### src/include/aalce_pkg.sv
// Constants, types and header check code of the AAL1 E1 circuit emulation block.
package aalce_pkg;

  localparam int unsigned CLK_HZ    = 25_000_000;
  localparam int unsigned LINE_KBPS = 2048;
  localparam int unsigned OCT_HZ    = LINE_KBPS * 1000 / 8;

  // Octet tick generator: a phase accumulator gives the exact average octet rate.
  localparam int          NCO_W    = 25;
  localparam logic [24:0] NCO_MOD  = 25'(CLK_HZ);
  localparam logic [24:0] NCO_STEP = 25'(OCT_HZ);

  localparam int         PAY_OCT  = 47;
  localparam logic [5:0] PAY_LAST = 6'(PAY_OCT - 1);

  // Register byte addresses.
  localparam logic [7:0] A_CTRL   = 8'h00;
  localparam logic [7:0] A_VCI    = 8'h04;
  localparam logic [7:0] A_STAT   = 8'h08;
  localparam logic [7:0] A_TXCELL = 8'h0c;
  localparam logic [7:0] A_LOST   = 8'h10;
  localparam logic [7:0] A_MISINS = 8'h14;
  localparam logic [7:0] A_HDRERR = 8'h18;

  // Field positions.
  localparam int CTRL_EN   = 0;
  localparam int CTRL_SRC  = 1;
  localparam int CTRL_CLR  = 3;
  localparam int STAT_SYNC = 0;
  localparam int STAT_OVF  = 1;

  typedef enum logic [1:0] {
    SRC_NET = 2'h0,
    SRC_EXT = 2'h1,
    SRC_INT = 2'h2
  } aalce_src_t;

  localparam logic        EN_RST  = 1'b0;
  localparam aalce_src_t  SRC_RST = SRC_INT;
  localparam logic [15:0] VCI_RST = 16'h0020;

  typedef enum logic [2:0] {
    TX_IDLE = 3'h1,
    TX_HDR  = 3'h2,
    TX_PAY  = 3'h4
  } aalce_tx_t;

  typedef enum logic [2:0] {
    RX_IDLE = 3'h1,
    RX_PAY  = 3'h2,
    RX_DROP = 3'h4
  } aalce_rx_t;

  // Check field of a sequence number: CRC-3 (x^3+x+1) then even parity.
  function automatic logic [3:0] aalce_snp(input logic [3:0] sn);
    logic [2:0] rem;
    logic       fb;
    rem = 3'h0;
    for (int i = 3; i >= 0; i--) begin
      fb  = sn[i] ^ rem[2];
      rem = {rem[1], rem[0] ^ fb, fb};
    end
    return {rem, ^{sn, rem}};
  endfunction : aalce_snp

endpackage : aalce_pkg

### src/logic/aalce_core.sv
// AAL1 unstructured circuit emulation of one 2048 kbit/s stream over one channel.
`timescale 1ns/100ps
module aalce_core
  import aalce_pkg::*;
(
  input  wire logic        clk_i,
  input  wire logic        rst_i,
  input  wire logic        wb_cyc_i,
  input  wire logic        wb_stb_i,
  input  wire logic        wb_we_i,
  input  wire logic [7:0]  wb_adr_i,
  input  wire logic [3:0]  wb_sel_i,
  input  wire logic [31:0] wb_dat_i,
  output logic      [31:0] wb_dat_o,
  output logic             wb_ack_o,
  input  wire logic        net_ref_i,
  input  wire logic        ext_ref_i,
  output logic             octet_tick_o,
  input  wire logic [7:0]  tx_oct_i,
  input  wire logic        tx_oct_stb_i,
  output logic [7:0]       cell_tx_data_o,
  output logic             cell_tx_sop_o,
  output logic             cell_tx_valid_o,
  input  wire logic        cell_tx_ready_i,
  output logic [15:0]      cell_vc_o,
  input  wire logic [7:0]  cell_rx_data_i,
  input  wire logic        cell_rx_sop_i,
  input  wire logic        cell_rx_valid_i,
  input  wire logic [15:0] cell_rx_vc_i,
  output logic [7:0]       rx_oct_o,
  output logic             rx_oct_stb_o
);

  // Register bus group.
  logic        ack_r, ack_nxt;
  logic [31:0] dat_r, dat_nxt;
  logic        en_r, en_nxt;
  aalce_src_t  src_r, src_nxt;
  logic [15:0] vci_r, vci_nxt;
  logic        clr_r, clr_nxt;
  logic        wr_go;
  logic        sync_r;
  logic        ovf_r;
  logic [15:0] txc_r, lost_r, mis_r, herr_r;

  assign wr_go = wb_cyc_i & wb_stb_i & wb_we_i & ~ack_r;

  always_comb begin
    ack_nxt = wb_cyc_i & wb_stb_i & ~ack_r;
    en_nxt  = en_r;
    src_nxt = src_r;
    vci_nxt = vci_r;
    clr_nxt = 1'b0;
    if (wr_go && wb_adr_i == A_CTRL && wb_sel_i[0]) begin
      en_nxt  = wb_dat_i[CTRL_EN];
      src_nxt = aalce_src_t'(wb_dat_i[CTRL_SRC +: 2]);
      clr_nxt = wb_dat_i[CTRL_CLR];
    end
    if (wr_go && wb_adr_i == A_VCI) begin
      if (wb_sel_i[0]) vci_nxt[7:0] = wb_dat_i[7:0];
      if (wb_sel_i[1]) vci_nxt[15:8] = wb_dat_i[15:8];
    end
    case (wb_adr_i)
      A_CTRL:   dat_nxt = {29'h0, src_r, en_r};
      A_VCI:    dat_nxt = {16'h0, vci_r};
      A_STAT:   dat_nxt = {30'h0, ovf_r, sync_r};
      A_TXCELL: dat_nxt = {16'h0, txc_r};
      A_LOST:   dat_nxt = {16'h0, lost_r};
      A_MISINS: dat_nxt = {16'h0, mis_r};
      A_HDRERR: dat_nxt = {16'h0, herr_r};
      default:  dat_nxt = 32'h0;
    endcase
  end

  always_ff @(posedge clk_i) begin
    if (rst_i) begin
      ack_r <= 1'b0;
      dat_r <= 32'h0;
      en_r  <= EN_RST;
      src_r <= SRC_RST;
      vci_r <= VCI_RST;
      clr_r <= 1'b0;
    end else begin
      ack_r <= ack_nxt;
      dat_r <= dat_nxt;
      en_r  <= en_nxt;
      src_r <= src_nxt;
      vci_r <= vci_nxt;
      clr_r <= clr_nxt;
    end
  end

  assign wb_ack_o  = ack_r;
  assign wb_dat_o  = dat_r;
  assign cell_vc_o = vci_r;

  // Reference pins are asynchronous; an edge counts once two late stages agree.
  logic [1:0] ref_pin;
  logic [1:0] ref_edge;
  assign ref_pin = {ext_ref_i, net_ref_i};

  for (genvar g = 0; g < 2; g++) begin : g_ref
    logic [2:0] s_r;
    logic       lvl_r, lvl_nxt;
    logic       edge_r, edge_nxt;
    always_comb begin
      lvl_nxt  = (s_r[1] == s_r[2]) ? s_r[2] : lvl_r;
      edge_nxt = lvl_nxt & ~lvl_r;
    end
    always_ff @(posedge clk_i) begin
      if (rst_i) begin
        s_r    <= 3'h0;
        lvl_r  <= 1'b0;
        edge_r <= 1'b0;
      end else begin
        s_r    <= {s_r[1:0], ref_pin[g]};
        lvl_r  <= lvl_nxt;
        edge_r <= edge_nxt;
      end
    end
    assign ref_edge[g] = edge_r;
  end

  // Octet tick group; the tick follows the source set in CTRL and paces only the transmit stream.
  logic [NCO_W-1:0] nco_r, nco_nxt;
  logic             tick_r, tick_nxt;
  logic [NCO_W:0]   nco_sum;

  always_comb begin
    nco_sum = {1'b0, nco_r} + {1'b0, NCO_STEP};
    nco_nxt = nco_sum[NCO_W-1:0];
    if (nco_sum >= {1'b0, NCO_MOD}) begin
      nco_nxt = NCO_W'(nco_sum - {1'b0, NCO_MOD});
    end
    case (src_r)
      SRC_NET: tick_nxt = ref_edge[0];
      SRC_EXT: tick_nxt = ref_edge[1];
      SRC_INT: tick_nxt = nco_sum >= {1'b0, NCO_MOD};
      default: tick_nxt = 1'b0;
    endcase
  end

  always_ff @(posedge clk_i) begin
    if (rst_i) begin
      nco_r  <= '0;
      tick_r <= 1'b0;
    end else begin
      nco_r  <= nco_nxt;
      tick_r <= tick_nxt;
    end
  end

  assign octet_tick_o = tick_r;

  // Transmit group: one bank fills from the stream while the other is sent.
  aalce_tx_t  tx_st_r, tx_st_nxt;
  logic       wbk_r, wbk_nxt;
  logic [5:0] wi_r, wi_nxt;
  logic       pend_r, pend_nxt;
  logic       txb_r, txb_nxt;
  logic [5:0] ri_r, ri_nxt;
  logic [2:0] sc_r, sc_nxt;
  logic [7:0] hdr_r, hdr_nxt;
  logic       ovf_nxt;
  logic [15:0] txc_nxt;
  logic       fill_done, start, take, pay_adv;
  logic [7:0] mem_q;
  logic [6:0] raddr;

  assign take      = cell_tx_valid_o & cell_tx_ready_i;
  assign fill_done = en_r & tx_oct_stb_i & (wi_r == PAY_LAST);
  assign start     = (tx_st_r == TX_IDLE) & pend_r;
  assign pay_adv   = (tx_st_r == TX_PAY) & take & (ri_r != PAY_LAST);
  assign raddr     = {txb_r, pay_adv ? ri_r + 6'h1 : ri_r};

  always_comb begin
    tx_st_nxt = tx_st_r;
    wbk_nxt   = wbk_r;
    wi_nxt    = wi_r;
    txb_nxt   = txb_r;
    ri_nxt    = ri_r;
    sc_nxt    = sc_r;
    hdr_nxt   = hdr_r;
    txc_nxt   = clr_r ? 16'h0 : txc_r;
    // When a cell completes while the previous one still waits, the waiting one is lost.
    ovf_nxt   = (ovf_r & ~clr_r) | (fill_done & pend_r & ~start);
    pend_nxt  = (pend_r & ~start) | fill_done;
    if (en_r && tx_oct_stb_i) begin
      wi_nxt = (wi_r == PAY_LAST) ? 6'h0 : wi_r + 6'h1;
      if (wi_r == PAY_LAST) wbk_nxt = ~wbk_r;
    end
    case (tx_st_r)
      TX_IDLE: begin
        if (pend_r) begin
          tx_st_nxt = TX_HDR;
          txb_nxt   = ~wbk_r;
          ri_nxt    = 6'h0;
          hdr_nxt   = {1'b0, sc_r, aalce_snp({1'b0, sc_r})};
        end
      end
      TX_HDR: begin
        if (take) tx_st_nxt = TX_PAY;
      end
      TX_PAY: begin
        if (take) begin
          if (ri_r == PAY_LAST) begin
            tx_st_nxt = TX_IDLE;
            sc_nxt    = sc_r + 3'h1;
            txc_nxt   = txc_nxt + 16'h1;
          end else begin
            ri_nxt = ri_r + 6'h1;
          end
        end
      end
      default: tx_st_nxt = TX_IDLE;
    endcase
  end

  always_ff @(posedge clk_i) begin
    if (rst_i) begin
      tx_st_r <= TX_IDLE;
      wbk_r   <= 1'b0;
      wi_r    <= 6'h0;
      pend_r  <= 1'b0;
      txb_r   <= 1'b0;
      ri_r    <= 6'h0;
      sc_r    <= 3'h0;
      hdr_r   <= 8'h0;
      ovf_r   <= 1'b0;
      txc_r   <= 16'h0;
    end else begin
      tx_st_r <= tx_st_nxt;
      wbk_r   <= wbk_nxt;
      wi_r    <= wi_nxt;
      pend_r  <= pend_nxt;
      txb_r   <= txb_nxt;
      ri_r    <= ri_nxt;
      sc_r    <= sc_nxt;
      hdr_r   <= hdr_nxt;
      ovf_r   <= ovf_nxt;
      txc_r   <= txc_nxt;
    end
  end

  aalce_mem #(.DW(8), .AW(7)) u_buf (
    .clk_i   (clk_i),
    .we_i    (en_r & tx_oct_stb_i),
    .waddr_i ({wbk_r, wi_r}),
    .wdata_i (tx_oct_i),
    .raddr_i (raddr),
    .rdata_o (mem_q)
  );

  assign cell_tx_valid_o = (tx_st_r == TX_HDR) | (tx_st_r == TX_PAY);
  assign cell_tx_sop_o   = (tx_st_r == TX_HDR);
  assign cell_tx_data_o  = (tx_st_r == TX_HDR) ? hdr_r : mem_q;

  // Receive group: header check, count tracking and transparent payload out.
  aalce_rx_t  rx_st_r, rx_st_nxt;
  logic [5:0] rc_r, rc_nxt;
  logic [2:0] exp_r, exp_nxt;
  logic       sync_nxt;
  logic [15:0] lost_nxt, mis_nxt, herr_nxt;
  logic [7:0] rxo_r, rxo_nxt;
  logic       rxs_r, rxs_nxt;
  logic       hdr_in, hdr_ok;
  logic [2:0] gap;

  assign hdr_in = en_r & cell_rx_valid_i & cell_rx_sop_i & (rx_st_r == RX_IDLE);
  assign hdr_ok = aalce_snp(cell_rx_data_i[7:4]) == cell_rx_data_i[3:0];
  assign gap    = cell_rx_data_i[6:4] - exp_r;

  always_comb begin
    rx_st_nxt = rx_st_r;
    rc_nxt    = rc_r;
    exp_nxt   = exp_r;
    sync_nxt  = sync_r & en_r;
    lost_nxt  = clr_r ? 16'h0 : lost_r;
    mis_nxt   = clr_r ? 16'h0 : mis_r;
    herr_nxt  = clr_r ? 16'h0 : herr_r;
    rxo_nxt   = rxo_r;
    rxs_nxt   = 1'b0;
    case (rx_st_r)
      RX_IDLE: begin
        if (hdr_in) begin
          rc_nxt    = 6'h0;
          rx_st_nxt = RX_DROP;
          if (!hdr_ok) begin
            herr_nxt = herr_nxt + 16'h1;
          end else if (cell_rx_vc_i != vci_r) begin
            rx_st_nxt = RX_DROP;
          end else if (sync_r && gap == 3'h7) begin
            mis_nxt = mis_nxt + 16'h1;
          end else begin
            if (sync_r) lost_nxt = lost_nxt + {13'h0, gap};
            exp_nxt   = cell_rx_data_i[6:4] + 3'h1;
            sync_nxt  = 1'b1;
            rx_st_nxt = RX_PAY;
          end
        end
      end
      RX_PAY, RX_DROP: begin
        if (cell_rx_valid_i) begin
          if (rx_st_r == RX_PAY) begin
            rxo_nxt = cell_rx_data_i;
            rxs_nxt = 1'b1;
          end
          rc_nxt = rc_r + 6'h1;
          if (rc_r == PAY_LAST) rx_st_nxt = RX_IDLE;
        end
      end
      default: rx_st_nxt = RX_IDLE;
    endcase
  end

  always_ff @(posedge clk_i) begin
    if (rst_i) begin
      rx_st_r <= RX_IDLE;
      rc_r    <= 6'h0;
      exp_r   <= 3'h0;
      sync_r  <= 1'b0;
      lost_r  <= 16'h0;
      mis_r   <= 16'h0;
      herr_r  <= 16'h0;
      rxo_r   <= 8'h0;
      rxs_r   <= 1'b0;
    end else begin
      rx_st_r <= rx_st_nxt;
      rc_r    <= rc_nxt;
      exp_r   <= exp_nxt;
      sync_r  <= sync_nxt;
      lost_r  <= lost_nxt;
      mis_r   <= mis_nxt;
      herr_r  <= herr_nxt;
      rxo_r   <= rxo_nxt;
      rxs_r   <= rxs_nxt;
    end
  end

  assign rx_oct_o     = rxo_r;
  assign rx_oct_stb_o = rxs_r;

  // Helper state read only by the checks below.
  logic [2:0] last_sc_r;
  logic       seen_r;
  always_ff @(posedge clk_i) begin
    if (rst_i) begin
      last_sc_r <= 3'h0;
      seen_r    <= 1'b0;
    end else if (cell_tx_sop_o && take) begin
      last_sc_r <= cell_tx_data_o[6:4];
      seen_r    <= 1'b1;
    end
  end
endmodule : aalce_core

### src/logic/aalce_mem.sv
// Payload buffer memory with a registered read port.
`timescale 1ns/100ps
module aalce_mem #(
  parameter int DW = 8,
  parameter int AW = 7
) (
  input  wire logic          clk_i,
  input  wire logic          we_i,
  input  wire logic [AW-1:0] waddr_i,
  input  wire logic [DW-1:0] wdata_i,
  input  wire logic [AW-1:0] raddr_i,
  output logic      [DW-1:0] rdata_o
);

  if (DW < 1 || AW < 1) begin : g_chk
    $error("aalce_mem: widths must be positive");
  end

  logic [DW-1:0] mem [2**AW];

  always_ff @(posedge clk_i) begin
    if (we_i) begin
      mem[waddr_i] <= wdata_i;
    end
    rdata_o <= mem[raddr_i];
  end

endmodule : aalce_mem

### config.mk
export PLATFORM = sky130hd
export DESIGN_NAME = aalce_core
export DESIGN_NICKNAME = d
export VERILOG_FILES = /design/src/include/aalce_pkg.sv /design/src/logic/aalce_core.sv /design/src/logic/aalce_mem.sv
export SDC_FILE = /design/constraint.sdc
export NUM_CORES = 2
export LEC_CHECK = 0
export BUFFER_PORTS_ARGS = -buffer_cell sky130_fd_sc_hd__clkbuf_2
export CORE_UTILIZATION = 60
export DETAILED_ROUTE_END_ITERATION = 12
export PLACE_DENSITY_LB_ADDON = 0.25
export SYNTH_ARGS = -nofsm -noshare
export SYNTH_HDL_FRONTEND = slang
export SYNTH_SLANG_ARGS = --single-unit
### constraint.sdc
create_clock -name clk_i -period 6.1 [get_ports clk_i]
set_input_delay 0.61 -clock clk_i [delete_from_list [all_inputs] [get_ports clk_i]]
set_output_delay 0.61 -clock clk_i [all_outputs]
set_load 0.02 [all_outputs]
**Word level (Yosys, flattened, before mapping)**

Memories as Yosys holds them, arrays and structs flattened. A register that Yosys moved wholly into a read port is not among the register bits.
Cells that the tools add are included.

- Bits in latches: 0
- Input port bits: 87
- Register bits after elaboration: 204
- ROM bits: 0
- Bits in writable memories: 1024
- Memories: 1

- Multiply operators: 0
- Reductions and logical operators: 25
- Equal/unequal tests: 31
- Bitwise operators: 42
- Div/mod/pow operators: 0
- Multiplexer cells: 56
- Order comparisons: 1
- Shift operators: 0
- Add/sub/neg operators: 12

Memory list:

| name | words | width | read ports | clocked after Yosys merged registers in | write ports | line | text |
|---|---|---|---|---|---|---|---|
| u_buf.mem | 128 | 8 | 1 | 1 | 1 | aalce_mem.sv:19 | `logic [DW-1:0] mem [2**AW];` |

Operator list:

| cell | count |
|---|---|
| 2-to-1 mux 16 bit | 21 |
| case mux 16 bit (7 select lines) | 1 |
| adder 16 x 1 -> 16 bit, second input constant | 3 |
| 2-to-1 mux 6 bit | 7 |
| 2-to-1 mux 3 bit | 10 |
| adder 25 x 18 -> 26 bit, second input constant | 1 |
| greater-or-equal comparator 26 x 25 -> 1 bit, second input constant | 1 |
| 2-to-1 mux 25 bit | 1 |
| subtractor 25 bit, second input constant | 1 |
| equality test 8 x 5 -> 1 bit, second input constant | 3 |
| case mux 6 bit (2 select lines) | 2 |
| bitwise AND 1 bit | 20 |
| adder 6 x 1 -> 6 bit, second input constant | 3 |
| equality test 6 bit, second input constant | 3 |
| adder 16 x 3 -> 16 bit | 1 |
| equality test 8 x 4 -> 1 bit, second input constant | 2 |
| inequality test 16 bit | 1 |
| inequality test 2 bit, second input constant | 7 |
| parity 7 bit | 2 |
| AND reduction 3 bit | 4 |
| inverter 1 bit | 11 |
| 2-to-1 mux 1 bit | 10 |
| equality test 3 bit, second input constant | 3 |
| case mux 3 bit (3 select lines) | 1 |
| other kinds (25) | 48 |

**Longest topological paths before layout**

- Depth after elaboration: 8
- Gate-level depth with buffers: 17
- Gate-level depth less buffers: 12

**Cells and area by module**

From an unflattened synthesis, not the netlist that was laid out.

- Cells, all modules: 2764
- Area, all modules: 49117.1 um2

By module, submodules not included:

| module | cells an instance | sequential area each (um2) | area each (um2) | instances |
|---|---|---|---|---|
| aalce_mem | 1635 | 30909.6 | 39665.5 | 1 |
| aalce_core | 1129 | 3643.5 | 9451.6 | 1 |

**Least setup slack after synthesis**

OpenSTA, ideal clock, no wires.

- Path type: register to register
- Start point: register ri_r[0]
- End point: register u_buf.rdata_o[0], read port of u_buf.mem
- Data arrival time: 3543 ps
- Setup slack: 2434 ps
- Data required time: 5977 ps
- Clock period less this slack: 3666 ps
- Cell stages (with the launch flop): 13
- Buffers on the path: 4
- Cell sequence: dfxtp_1 -> clkbuf_1 -> inv_1 -> buf_1 -> clkbuf_1 -> ha_1 -> and3b_1 -> a21oi_1 -> xnor2_1 -> buf_2 -> mux4_2 -> a211oi_1 -> nor4_1

- Word-level cells in the longest chain between the ends: 3
- Elaborated cells on any way between the ends: 4

RTL lines:

| element | line | text |
|---|---|---|
| start, declared | aalce_core.sv:161 | `logic [5:0] ri_r, ri_nxt;` |
| start signal, assigned | aalce_core.sv:237 | `ri_r <= ri_nxt;` |
| branches (longest 2 deep; another with adder 6 x 1 -> 6 bit) | n/a |  |
| 2-to-1 mux 6 bit * | aalce_core.sv:174 | `assign raddr = {txb_r, pay_adv ? ri_r + 6'h1 : ri_r};` |
| end, declared | aalce_mem.sv:12 | `output logic [DW-1:0] rdata_o` |

Mark *: on every way between the ends.
A chain may end at the register's enable or synchronous reset.

**Worst setup path after layout**

- Start point: register ri_r[0]
- End point: register u_buf.rdata_o[6], read port of u_buf.mem

Same word-level chain as after synthesis.

==> metrics.md <==
| Metric | Value |
|---|---|
| Dpl cells | ~5.5k |
| Post-layout minimum cycle time | 4.78 ns |
| Most common cell after layout, fill and taps aside | edfxtp_1 |
| Worst slew pin tran | around 1.2 ns |
| Simple-Gate Fraction of Synth Area | 12.1% |
| Slew Limit Fails | 0 |
| Global-route wire length before repair | about 220,000 um |
| Post-Synth XOR/XNOR Area | 1.79% |
| Post-DP Area | 0.0571 mm2 |
| Cells after Synth | between 4k and 5k |
| Fin nets | 4,589 |
| GP Congestion | 0.901 |
| CTS Buf Count | approximately 120 |
| Largest family of logic cells by synthesized area | simple AND/OR/NAND/NOR gates |
| Via-per-instance ratio | 6.77 |
| Final hold violation count | 0 |
| Post-synthesis mux area share | under 10% |
| Worst Path Required | 6.64 ns |
| Asr flop ratio synth | 0% |
| Routed WL | 148,000 um |
| Number of synthesized flops with an enable pin | 1,024 |
| CTS hold repair buffers | 0 |
| Max stage delay on crit path | 0.77 ns |
| Synth Flop Type | edfxtp_1 |
| Post-Layout Cell Count | about 5.8k |
| Antenna Violating Nets Remaining | 0 |
| CP endpoint kind | flop |
| Leakage | 20.2 nW |
| Clk sinks | 1,214 |
| Critical path fanouts, max | 28 |
| Hold_ws | 0.115 ns |
| Initial antenna violation count | 8 |
| CTS clock-pin slew for the worst setup and hold paths | 0.06 ns |
| Drt pass-1 iters | 6 |
| PortBufs | 121 |
| DRC Markers | 0 |
| Unrepaired setup endpoints after global routing | false |
| PwrDens | 269 mW/mm2 |
| Most frequent cells in the layout | edfxtp_1 (1,024), nor2_1 (381), o22ai_1 (310), mux2i_1 (293), a211oi_1 (270) |
| Slowest CP cell | nor4_1 |
| Final period util | 78.4% |
| Synth Cell Area | 0.0554 mm2 |
| Site row count | between 100 and 150 |
| Ports | 156 |
| Per-cell routed wire length | 25.7 um |
| Type of origin of the critical path | flop |
| Htree depth | 3 |
| Worst path cell trace | ha_1 -> inv_1 -> o21ai_0 -> a21o_1 -> buf_4 -> a211oi_1 -> nor4_1 -> nand3_1 -> a311oi_1 -> buf_4 -> nor4_1 |
| Resize count post-CTS | 0 |
| Synth cell types | 85 |
| CTS Buffer Depth | 3 |
| Sequential share of the synthesized area | 62.3% |
| Core Footprint | 0.0917 mm2 |
| Max Clock Freq | 209 MHz |
| Root Buffer | clkbuf_16 |
| Clk_lat worst skew | between 0.7 and 0.8 ns |
| Post-route cell area | 0.0608 mm2 |
| #FFs+latches synth | 1,214 |
| Adder-cell area share of the yosys netlist | 0.501% |
| Initial Utilization | 60.5% |
| Grt total ovfl | 0 |
| Worst Hold Class | in -> reg |
| Die Wd | roughly 310 um |
| Die Y | 306 um |
| Largest net degree at the start of global routing | 166 |
| Yosys Warn Count | 0 |
| Syn_area_per_cell | 12.4 um2 |
| Die area | 0.0936 mm2 |
| Area Growth Syn to Fin | 9.70% |
| All-Layer GR Usage | 31.1% |
| Status | completed |
| Max-Cap Viols | 0 |
| Synth Area in Compound Gates | 12.0% |
| Detailed router's first-iteration violation count | 5,162 |
| Layout cells sized above 1 | 11.5% |
| WS Path Type | reg -> reg |
| Total Neg Setup Slack | 0 ns |
| Via count | 39.1k |
| Final setup viols | 0 |
| Clock skew | 0.0232 ns |
| Post-DP HPWL | around 91,000 um |
| Post-CTS setup buffer count | 0 |
| Vias in the first global route | between 30k and 40k |
| CP Data Arrival Time | 5.32 ns |
| TritonCTS clock tree | yes |
| Worst VDD drop | 251 uV |
| Slew headroom | between 10% and 20% |
==> through the flow <==
stage	power, W	utilization, %	setup slack [ns]
final	0.0164	66.4	1.32
after detailed placement	0.00953	62.3	1.46
after global placement	0.00952	62.3	1.54
after global routing	0.0167	66.4	1.18
after CTS	0.0164	66.3	1.51
after floorplan	0.00936	-	2.43
==> flip-flops by register name (all words and copies together) (netlist names), 7 cells and up <==
register	cells
cell_vc_o	16
wb_dat_o	16
rx_oct_o	8
txc_r	16
nco_r	19
u_buf.rdata_o	8
lost_r	16
hdr_r	7
mis_r	16
herr_r	16
u_buf.mem	1024
==> power breakdown <==
| group | switching [W] | internal, W |
|---|---|---|
| combinational | 0.000246 | 0.0000873 |
| sequential | 0.0000249 | 0.00900 |
| clock | 0.00312 | 0.00389 |
| total | 0.00339 | 0.0130 |
==> Yosys cell counts (9+ instances only) <==
cell type / number / area share [%]
nor4_1: 60 / 0.68
xor2_1: 50 / 0.79
a22oi_1: 35 / 0.47
or3_1: 62 / 0.70
nor3_1: 221 / 2.0
dfxtp_1: 190 / 6.9
a211oi_1: 270 / 3.7
mux4_2: 36 / 1.5
mux2_2: 76 / 1.5
o22ai_1: 310 / 3.5
and2_1: 12 / 0.14
nor2_1: 381 / 2.6
inv_1: 24 / 0.16
edfxtp_1: 1024 / 55
a22o_1: 16 / 0.25
buf_4: 21 / 0.28
xnor2_1: 61 / 0.96
a21oi_1: 92 / 0.83
o31ai_1: 11 / 0.15
mux2i_1: 293 / 5.3
clkbuf_1: 213 / 1.4
o211ai_1: 11 / 0.15
nand4_1: 33 / 0.37
nor2b_1: 160 / 1.8
nand2b_1: 10 / 0.11
buf_1: 31 / 0.21
ha_1: 19 / 0.43
o21a_1: 9 / 0.12
nand3_1: 69 / 0.62
o221ai_1: 30 / 0.47
a31oi_1: 79 / 0.89
nand2_1: 246 / 1.7
buf_2: 88 / 0.79
and3_1: 62 / 0.70
o21ai_0: 63 / 0.57
nor3b_1: 14 / 0.19
==> path summary, 6_finish.rpt <==
path	cells past startpoint	slack (ns)	from	end
max	11	1.32	ri_r[0]	u_buf.rdata_o[6]
min	2	0.11	wb_dat_i[5]	cell_vc_o[5]
max reg2reg	11	1.32	ri_r[0]	u_buf.rdata_o[6]
min reg2reg	1	0.45	g_ref[1].lvl_r	g_ref[1].edge_r
==> cell type report <==
type	instances	area, um2
fill	6549	30800
multi-input combinational	2902	19400
clock buffer	154	3180
antenna	4	10.0
inverter	25	93.8
tap	1186	1480
timing repair buffer	219	1540
sequential	1214	34600
clock inverter	63	510
==> cell families after synthesis <==
| kind of cell | Yosys count |
|---|---|
| AND/OR/NAND/NOR | 1362 |
| buffers and inverters | 380 |
| other | 1 |
| multiplexers | 405 |
| adder cells (fa/ha/maj) | 21 |
| XOR/XNOR | 112 |
| AO/OA/AOI/OAI | 986 |
| flip-flops | 1214 |
==> routing by layer <==
metal / global-route usage (%) / routed length, um / vias up
li1: - / - / 17400
met1: 41.2 / 56500 / 19100
met2: 49.9 / 69700 / 2143
met3: 5.52 / 14700 / 440
met4: 15.1 / 7390 / 6
met5: 0 / 46 / -
==> worst max-delay path: cells and delay by family, from the launching register on <==
kind / cells / cell delay [ns]
AO/OA/AOI/OAI: 4 / 1.57
flip-flops: 1 / 0.72
adder cells (fa/ha/maj): 1 / 0.42
buffers and inverters: 3 / 0.69
AND/OR/NAND/NOR: 3 / 1.19
Note: power is estimated with default switching activity, not from simulation.
